## src/hdl/dlia_pkg.sv

```systemverilog
// constants, field layouts and carriers for the dual link interrupt aggregator
// assumes a single 100 MHz clock and a synchronous 9-bit address / 8-bit data register port
// Notes on behaviour
// - interrupt output low while any enabled condition is pending, released when none remains.
// - timer interrupts only when second_tick_flag and second_tick_enable are both set.
// - link request field shows which of the two links has a pending interrupt.
// - each module indication bit reads 1 exactly while its function block has pending interrupts.
// - first module register: framing block flags; in-band and bit message only in T1/J1.
// - second module register: three tx, three rx link controllers, elastic store, system interface.
// - third module register flags pending interrupts of the line interface unit.
// - a leaf indication reaches the output only when its own enable is set.
package dlia_pkg;
	localparam int           NLINK        = 2;
	localparam int           NSRC         = 17;       // function blocks per link
	localparam int           LEAF_W       = 8;        // leaf indications per function block
	localparam int           AW           = 9;
	localparam int           DW           = 8;
	// register offsets; link 1 copies sit at LINK_STRIDE above link 0
	localparam logic [AW-1:0] ADDR_LINK_REQ  = 9'h009;
	localparam logic [AW-1:0] ADDR_TICK_CTRL = 9'h00a;
	localparam logic [AW-1:0] ADDR_TICK_FLAG = 9'h00b;
	localparam logic [AW-1:0] ADDR_MOD_LINE  = 9'h03f;
	localparam logic [AW-1:0] ADDR_MOD_FRM   = 9'h040;
	localparam logic [AW-1:0] ADDR_MOD_HDLC  = 9'h041;
	localparam logic [AW-1:0] LINK_STRIDE    = 9'h100;
	// field positions
	localparam int           LINK_REQ_LSB   = 1;      // link_request_bits at [2:1]
	localparam int           TICK_BIT       = 0;      // second_tick_flag / second_tick_enable
	localparam int           SRC_MOD1_BASE  = 8;      // sources 8..15 map to second module register
	localparam int           SRC_LINE       = 16;     // line_unit_flag, in the third register
	localparam int           LINE_BIT       = 0;      // line_unit_flag position in the third register
	localparam int           SRC_INBAND     = 7;      // inband_code_flag, T1/J1 only
	localparam int           SRC_BITMSG     = 6;      // bit_message_flag, T1/J1 only
	localparam logic [DW-1:0] TICK_CTRL_RST = 8'h00;
	// one-second timer
	localparam longint       CLK_HZ         = 100_000_000;
	localparam longint       TICK_PERIOD_S  = 1;
	localparam longint       TICK_CYCLES    = CLK_HZ * TICK_PERIOD_S;
	localparam int           TICK_CW        = 27;

	// leaf indications and their enables of one link
	typedef struct packed {
		logic [NSRC-1:0][LEAF_W-1:0] ind;
		logic [NSRC-1:0][LEAF_W-1:0] en;
	} dlia_leaf_s;

	// register port request
	typedef struct packed {
		logic          rd;
		logic          wr;
		logic [AW-1:0] addr;
		logic [DW-1:0] wdata;
	} dlia_req_s;
endpackage

```

## src/hdl/dlia_top.sv

```systemverilog
// dual link interrupt aggregator: leaf events to module flags, link request and the interrupt pin
// assumes synchronous inputs, leaf indications held by their blocks until the host serves them
`timescale 1ns/100ps
module dlia_top import dlia_pkg::*; #(
	parameter longint TICK_DIV = TICK_CYCLES       // shorten in simulation
) (
	input  wire logic            mclk_i,           // system clock
	input  wire logic            srst_i,           // synchronous reset, active high
	input  wire dlia_leaf_s      leaf_i [NLINK],   // per link leaf indications and enables
	input  wire logic [NLINK-1:0] t1_mode_i,       // per link, high in T1/J1 mode
	input  wire dlia_req_s       req_i,            // register access
	output logic [DW-1:0]        rdata_o,          // read data, one cycle after rd
	output logic                 int_n_o           // interrupt, active low
);
	logic [NLINK-1:0][NSRC-1:0] mod_flag;
	logic [NLINK-1:0]           link_req;
	logic [DW-1:0]              tick_ctrl_reg;
	logic                       tick_flag_reg;
	logic [TICK_CW-1:0]         tick_cnt_reg;
	logic                       tick_pulse;
	logic                       tick_irq;
	logic [DW-1:0]              rdata_next;
	logic                       flag_rd;

	// module flags: OR of enabled leaves per function block
	for (genvar l = 0; l < NLINK; l++) begin : g_link
		for (genvar s = 0; s < NSRC; s++) begin : g_src
			logic mode_ok;
			// in-band and bit message detectors are absent in E1
			assign mode_ok = ((s == SRC_INBAND) || (s == SRC_BITMSG)) ? t1_mode_i[l] : 1'b1;
			assign mod_flag[l][s] = mode_ok && |(leaf_i[l].ind[s] & leaf_i[l].en[s]);
		end
		assign link_req[l] = |mod_flag[l];
	end

	// one-second divider producing a single-cycle enable
	always_ff @(posedge mclk_i) begin
		if (srst_i || tick_pulse) begin
			tick_cnt_reg <= '0;
		end else begin
			tick_cnt_reg <= tick_cnt_reg + 1'b1;
		end
	end
	assign tick_pulse = (tick_cnt_reg == TICK_CW'(TICK_DIV - 1));

	// sticky timer flag, cleared by reading it; a new tick wins over the clear
	assign flag_rd = req_i.rd && (req_i.addr == ADDR_TICK_FLAG);
	always_ff @(posedge mclk_i) begin
		if (srst_i) begin
			tick_flag_reg <= 1'b0;
		end else if (tick_pulse) begin
			tick_flag_reg <= 1'b1;
		end else if (flag_rd) begin
			tick_flag_reg <= 1'b0;
		end
	end

	// timer interrupt enable, software writable
	always_ff @(posedge mclk_i) begin
		if (srst_i) begin
			tick_ctrl_reg <= TICK_CTRL_RST;
		end else if (req_i.wr && (req_i.addr == ADDR_TICK_CTRL)) begin
			tick_ctrl_reg <= req_i.wdata;
		end
	end
	assign tick_irq = tick_flag_reg && tick_ctrl_reg[TICK_BIT];

	// read decode; unmapped addresses read zero
	always_comb begin
		rdata_next = '0;
		if (req_i.addr == ADDR_LINK_REQ) begin
			rdata_next[LINK_REQ_LSB +: NLINK] = link_req;
		end else if (req_i.addr == ADDR_TICK_CTRL) begin
			rdata_next = tick_ctrl_reg;
		end else if (req_i.addr == ADDR_TICK_FLAG) begin
			rdata_next[TICK_BIT] = tick_flag_reg;
		end else begin
			for (int l = 0; l < NLINK; l++) begin
				if (req_i.addr == ADDR_MOD_FRM + AW'(l) * LINK_STRIDE) begin
					rdata_next = mod_flag[l][SRC_MOD1_BASE-1:0];
				end else if (req_i.addr == ADDR_MOD_HDLC + AW'(l) * LINK_STRIDE) begin
					rdata_next = mod_flag[l][SRC_LINE-1:SRC_MOD1_BASE];
				end else if (req_i.addr == ADDR_MOD_LINE + AW'(l) * LINK_STRIDE) begin
					rdata_next[LINE_BIT] = mod_flag[l][SRC_LINE];
				end
			end
		end
	end

	// registered read data, updated only on a read strobe
	always_ff @(posedge mclk_i) begin
		if (srst_i) begin
			rdata_o <= '0;
		end else if (req_i.rd) begin
			rdata_o <= rdata_next;
		end
	end

	// combinational pin so release follows the last served source at once
	assign int_n_o = srst_i ? 1'b1 : ~(|link_req || tick_irq);
endmodule

```

## config.mk

```make
export PLATFORM = sky130hd
export DESIGN_NAME = dlia_top
export DESIGN_NICKNAME = d
export VERILOG_FILES = /design/src/hdl/dlia_pkg.sv /design/src/hdl/dlia_top.sv
export SDC_FILE = /design/constraint.sdc
export NUM_CORES = 1
export LEC_CHECK = 0
export BUFFER_PORTS_ARGS = -buffer_cell sky130_fd_sc_hd__buf_2
export CELL_PAD_IN_SITES_DETAIL_PLACEMENT = 0
export CELL_PAD_IN_SITES_GLOBAL_PLACEMENT = 1
export CORE_AREA = 2 2 224 226
export CTS_CLUSTER_DIAMETER = 150
export DETAILED_ROUTE_END_ITERATION = 8
export DIE_AREA = 0 0 226 228
export HOLD_SLACK_MARGIN = 0.02
export PLACE_DENSITY = 0.4
export SYNTH_ARGS = -nofsm -noshare
export SYNTH_HDL_FRONTEND = slang
export SYNTH_SLANG_ARGS = --single-unit
```

## constraint.sdc

```tcl
create_clock -name mclk_i -period 2.7 [get_ports mclk_i]
set_clock_uncertainty 0.15 [all_clocks]
set_input_delay 0.54 -clock mclk_i [delete_from_list [all_inputs] [get_ports mclk_i]]
set_output_delay 0.54 -clock mclk_i [all_outputs]
set_load 0.05 [all_outputs]
```

Word-level counts from Yosys, hierarchy flattened. Cells that the tools add are included.

Logic and storage cells: 114. Bits of input ports: 567. Bits in registers: 44.

Bitwise logic cells: 35. Reduce and logical (&&, ||, !) cells: 47. Equal/unequal tests: 10. Mux-type cells: 17. $add $sub $neg: 1.

Operators by type and width (number): 8-bit bitwise AND (34); 8-bit OR reduction (34); 122-bit OR reduction (2); 244-bit OR reduction (1); 27-bit by 1-bit adder with 27-bit output, second input constant (1); 27-bit == test, second input constant (1); 9-bit by 4-bit == test with 1-bit output, second input constant (3); 9-bit == test, second input constant (3); 8-bit two-way mux (3); 7-bit two-way mux (3); 9-bit by 7-bit == test with 1-bit output, second input constant (2); 9-bit by 6-bit == test with 1-bit output, second input constant (1); 1-bit two-way mux (9); 1-bit logical AND (7); 5-bit two-way mux (1); 1-bit logical OR (2); 2-bit two-way mux (1); 2-bit nonzero test (1); 1-bit NOT (1).

Depth between registers and ports, before layout. Gate-level depths: netlist (run 1).

Depth in word-level cells: 11. Mapped depth: 8. Mapped depth without buffers: 7.

Worst setup path after synthesis (run 1). OpenSTA, ideal clock, no wires.

Kind: input to output. Start: input port leaf_i[244] in the netlist's numbering. End: output port int_n_o. Setup slack: 0.155 ns. Cell stages on the path: 6. Arrival time: 1.855 ns. Required time: 2.010 ns. Path through: a22oi_1 nand4_1 nor4_1 nand4_1 nor4_1 a21o_1.

Word-level cells in the longest chain between the ends: 5.

RTL lines: from (decl) (line dlia_top.sv:9) `input wire dlia_leaf_s leaf_i [NLINK],`; 8-bit bitwise AND (line dlia_top.sv:31) `assign mod_flag[l][s] = mode_ok && |(leaf_i[l].ind[s] & leaf_i[l].en[s]);`; 244-bit OR reduction (line dlia_top.sv:100) `assign int_n_o = srst_i ? 1'b1 : ~(|link_req || tick_irq);`; 1-bit logical OR (line dlia_top.sv:100); 1-bit NOT (line dlia_top.sv:100); 1-bit two-way mux (line dlia_top.sv:100); to (decl) (line dlia_top.sv:13) `output logic int_n_o`.

Every way passes these cells.

Worst setup path after layout (run 1).
Start: input port leaf_i[229] in the netlist's numbering. End: output port int_n_o.

The elaborated chain is that of the path after synthesis.

==> metrics, run 1 <==
outcome=finished with violations; violated checks=negative setup slack; Routed WL=38400 um; Root Driver=clkbuf_16; Final GP Congestion=0.949; core area=0.0493 sq mm; Skew-Pair Late Insertion Delay=0.29 ns; Layout Nets=1665; Ports=576; syn_area_per_cell=7.93 sq um; RSZ-0062 raised after global routing=true; Die Footprint=0.0515 sq mm; WP data required=2.01 ns; post-synthesis cell type count=53; area leader, netlist=a22oi_1; Setup Crit Path Kind=input port to output pin; #FFs+latches synth=44; clock tree buffer depth=2; number of synthesized flops with an enable pin=0; drt initial violations=303; asr flop ratio synth=0%; Slew @ Worst Pin=0.662 ns; worst r2r src=tick_cnt_reg[0]; commonest cells after routing, fill and taps aside=buf_2, a22oi_1, buf_4; post-synthesis sequential area ratio=24.4%; Synth Net Count=1023; vias per cell=3.75; die width=226 um; Final Max Tran Viols=0; fin crit share=112%; Yosys top cell area share=28.3%; largest net degree at the start of global routing=26; ANT nets after route=0; critical path launch point type=input port; Final Critical Period=3.02 ns; Achievable Freq=0.331 GHz; max cap viols=0; gr ovfl total=0; Syn Inst Count=455; GR Util All Layers=14.3%; Worst path slowest cell=nor4_2; ys flop type=dfxtp_1; Static Leak=0.00387 uW; PwrDens=269 mW/mm^2; Pwr Total=2210 uW; Syn Std Cell Area=0.00361 sq mm; Slew HR=55.8%; Min-Delay Path Class=flop to flop; initial antenna violation count=36; Setup TNS Final=-0.323 ns; Initial Util=7.31%; commonest non-fill, non-tap cell in the layout=buf_2; H-tree depth=2; Final Hold Viols=0; Clock Sinks=44; Critical Path AT=2.33 ns; fillcell total=5701; first-pass detailed-route iteration total=5; Via Count=6683; CP startpoint=leaf_i[229]; Final WS setup=-0.323 ns; layout cells sized above 1=62.9%; Largest stage delay, worst path=0.32 ns; Clock transition at path regs=0.06 ns; CTS Buf Count=5; crit-path max FO=2; Warnings, synthesis=0; pre-CTS setup slack=-0.658 ns; first-pass GRT wire length=51500 um; Critical Path End Type=output pin; Die Y=228 um; number of global-route vias before repair=7029; routed len/inst=21.6 um; synth top area cells=a22oi_1, dfxtp_1, nand4_1; max reg flops=27; Setup-failing EPs final=1; hold buffer count at cts=0; Area Overhead vs Synth=128%; Placement Rows=82; Most Frequent Cell on Critical Path=nand4_1; r2r setup slk=0.48 ns; worst-path cell chain=buf_2 > a22oi_1 > nand4_1 > nor4_2 > buf_4 > nand4_1 > nor4_1 > a21o_1 > buf_12; HPWL after DPL=35300 um; Port Buffers=575; CTS tree=done; DRC Markers=0; Hold Crit Start=tick_cnt_reg[0]; Peak supply drop=0.207 mV
## routing by layer
metal  routed length [um]  GRT usage (%)  vias to the layer above
met4                  848           3.58                       34
met2                17300           23.5                      427
met3                 4460           6.17                       75
met5                  216              0                        -
met1                15600           17.1                     2969
li1                     -              -                     3178
## repair_timing
| item | in CTS | in global routing |
|---|---|---|
| setup buffers | 26 | 3 |
| gates cloned | 0 | 0 |
| endpoints found under the hold margin | 0 | 0 |
| endpoints found under the setup margin | 1 | 4 |
| resized for setup | 28 | 12 |
| pin swaps | 22 | 7 |
## area by class of cell
type                    count  area, sq um  area share [%]
multi-input cells         391         2780            33.7
flip-flops and latches     44          881            10.7
clock buffers               6          129            1.56
well taps                 672          841            10.2
clock inverters             2         35.0           0.425
inverters                   7         26.3           0.319
repair buffers            648         3520            42.7
diodes                     11         27.5           0.334
## stage by stage
step | instances | hold WS, ns | area [sq um] | util (%)
floorplan | 455 | 0.268 | 3610 | -
global placement | 1742 | 0.279 | 7700 | 15.6
detailed placement | 1742 | 0.289 | 7700 | 15.6
CTS | 1776 | 0.303 | 8200 | 16.6
global route | 1775 | 0.334 | 8230 | 16.7
finish | 1781 | 0.301 | 8240 | 16.7
## cells in the mapped netlist (all sizes together), types with 7 or more instances
cell / n
mux2i: 8
clkbuf: 8
xor2: 18
inv: 7
nor2: 42
nand2: 31
a21oi: 12
nor3: 12
nand3: 24
a22oi: 136
nand4: 37
nor4: 12
dfxtp: 44
## power by group
part           switching [uW]  internal [uW]
logic                     386            478
clock network             253            435
registers                4.83            656
## critical path, delay by kind of cell
family / cells / cell delay, ns
simple gates: 4 / 0.87
buf+inv: 3 / 0.44
compound gates: 2 / 0.47
## final timing paths
check,endpoint,depth (start not counted)
setup reg to reg,tick_cnt_reg[3],7
hold reg to reg,tick_cnt_reg[0],1
setup / recovery,int_n_o,9
hold / removal,tick_cnt_reg[0],1
## logic make-up after synthesis
kind of cell	share of synthesized area, %
AO/OA/AOI/OAI	35.9
XOR/XNOR	5.83
adder cells (fa/ha/maj)	0.347
buffers and inverters	2.39
flip-flops	24.4
multiplexers	4.09
AND/OR/NAND/NOR	27.0
(Power assumes the default switching activity.)
==> run 2, diff against run 1 <==
--- a/config.mk
+++ b/config.mk
@@ -9,11 +9,13 @@
 export CELL_PAD_IN_SITES_DETAIL_PLACEMENT = 0
 export CELL_PAD_IN_SITES_GLOBAL_PLACEMENT = 1
 export CORE_AREA = 2 2 224 226
+export CTS_BUF_LIST = sky130_fd_sc_hd__clkbuf_4 sky130_fd_sc_hd__clkbuf_8
 export CTS_CLUSTER_DIAMETER = 150
 export DETAILED_ROUTE_END_ITERATION = 8
 export DIE_AREA = 0 0 226 228
 export HOLD_SLACK_MARGIN = 0.02
 export PLACE_DENSITY = 0.4
+export RECOVER_POWER = 100
 export SYNTH_ARGS = -nofsm -noshare
 export SYNTH_HDL_FRONTEND = slang
 export SYNTH_SLANG_ARGS = --single-unit
==> metrics, run 2 (synthesized netlist as in run 1, its figures left out) <==
PwrDens=250 mW/mm^2; Final Non-Filler Cells=1780; H-tree depth=2; Critical Path AT=2.32 ns; fin crit share=112%; Final Hold Viols=0; commonest non-fill, non-tap cell in the layout=buf_2; ANT nets after route=0; Static Leak=0.00381 uW; Clock Sinks=44; Initial Util=7.31%; worst r2r src=tick_cnt_reg[0]; Die Y=228 um; GR Util All Layers=14.3%; number of global-route vias before repair=7018; Placement Rows=82; Area Overhead vs Synth=125%; CTS Buf Count=5; largest net degree at the start of global routing=26; violated checks=negative setup slack; Peak supply drop=0.178 mV; max cap viols=0; max reg flops=27; Ports=576; Routed WL=38500 um; Achievable Freq=0.332 GHz; Final Max Tran Viols=0; HPWL after DPL=35300 um; Critical Path End Type=output pin; Pwr Total=2040 uW; CP startpoint=leaf_i[184]; first-pass detailed-route iteration total=5; Die Footprint=0.0515 sq mm; Slew @ Worst Pin=0.789 ns; crit-path max FO=2; gr ovfl total=0; Via Count=6711; Layout Nets=1664; Root Driver=clkbuf_8; Clock transition at path regs=0.09 ns; commonest cells after routing, fill and taps aside=buf_2, a22oi_1, buf_4; RSZ-0062 raised after global routing=true; Port Buffers=575; Slew HR=47.4%; initial antenna violation count=35; layout cells sized above 1=61.6%; drt initial violations=283; vias per cell=3.77; Final WS setup=-0.312 ns; first-pass GRT wire length=51500 um; Final GP Congestion=0.949; routed len/inst=21.6 um; fillcell total=5715; CTS tree=done; fin util=16.5%; Setup-failing EPs final=9; outcome=finished with violations; critical path launch point type=input port; dpl cells=1742; Hold Crit Start=tick_cnt_reg[0]; Setup Crit Path Kind=input port to output pin; Min-Delay Path Class=flop to flop; WP data required=2.01 ns; die width=226 um; clock tree buffer depth=2; DRC Markers=0; footprint of the multi-input gates=0.00277 sq mm; Final Critical Period=3.01 ns; hold_ws=0.306 ns; Reg area=881 sq um; Skew-Pair Late Insertion Delay=0.30 ns; pre-CTS setup slack=-0.658 ns; core area=0.0493 sq mm
-- run 2: changes by cell type in the layout (fill, tap and decap cells not counted) --
| cell | before | now |
|---|---|---|
| clkbuf_8 | 0 | 5 |
| nor3_1 | 9 | 10 |
| buf_2 | 565 | 555 |
| buf_4 | 71 | 66 |
| dlymetal6s2s_1 | 0 | 1 |
| clkbuf_4 | 0 | 4 |
| nor3_2 | 3 | 2 |
| buf_12 | 3 | 1 |
| clkbuf_16 | 5 | 0 |
| or4_1 | 1 | 2 |
| or4_4 | 1 | 0 |
| clkbuf_1 | 1 | 12 |
-- run 2: final cells by class --
cell class / count / share of cell area, %
inverters: 7 / 0.323
diodes: 11 / 0.338
repair buffers: 647 / 42.7
well taps: 672 / 10.3
clock buffers: 6 / 0.938
multi-input cells: 391 / 34.1
flip-flops and latches: 44 / 10.8
clock inverters: 2 / 0.431
-- run 2: through the flow --
stage | instance area (sq um) | setup TNS, ns
2_1_floorplan | 3610 | 0
3_3_place_gp | 7700 | -1.22
3_5_place_dp | 7700 | -0.944
4_1_cts | 8160 | -0.879
5_1_grt | 8120 | -2.28
6_report | 8130 | -0.497
-- run 2: worst paths after layout --
| check | slack [ns] | endpoint | cells past startpoint |
|---|---|---|---|
| setup / recovery | -0.31 | int_n_o | 9 |
| hold reg to reg | 0.31 | tick_cnt_reg[0] | 1 |
| hold / removal | 0.31 | tick_cnt_reg[0] | 1 |
| setup reg to reg | 0.28 | tick_cnt_reg[20] | 7 |
-- run 2: worst max-delay path, stage by stage --
cell     delay (ns)
buf_2          0.13
a22oi_2        0.25
a41oi_2        0.18
buf_4          0.18
nor3_2         0.22
nand4_1        0.17
nor4_1         0.21
a21o_1         0.25
buf_12         0.16
-- run 2: power by group --
group | total [uW] | internal (uW) | leakage, uW | switching [uW]
Sequential | 660 | 655 | 0.000355 | 4.99
Combinational | 857 | 473 | 0.00339 | 385
Clock | 520 | 285 | 0.0000587 | 235
-- run 2: layer usage --
layer | wire length, um | track usage, % | vias to the layer above
met5 | 199 | 0 | -
met4 | 764 | 3.21 | 32
met3 | 4340 | 6.03 | 70
met2 | 17300 | 23.7 | 425
met1 | 15800 | 17.2 | 3005
li1 | - | - | 3179
-- run 2: what timing repair did --
action,CTS,global route
setup buffers,27,2
hold buffers,0,0
endpoints found under the setup margin,1,4
gates resized for setup,28,12
pin swaps,22,7
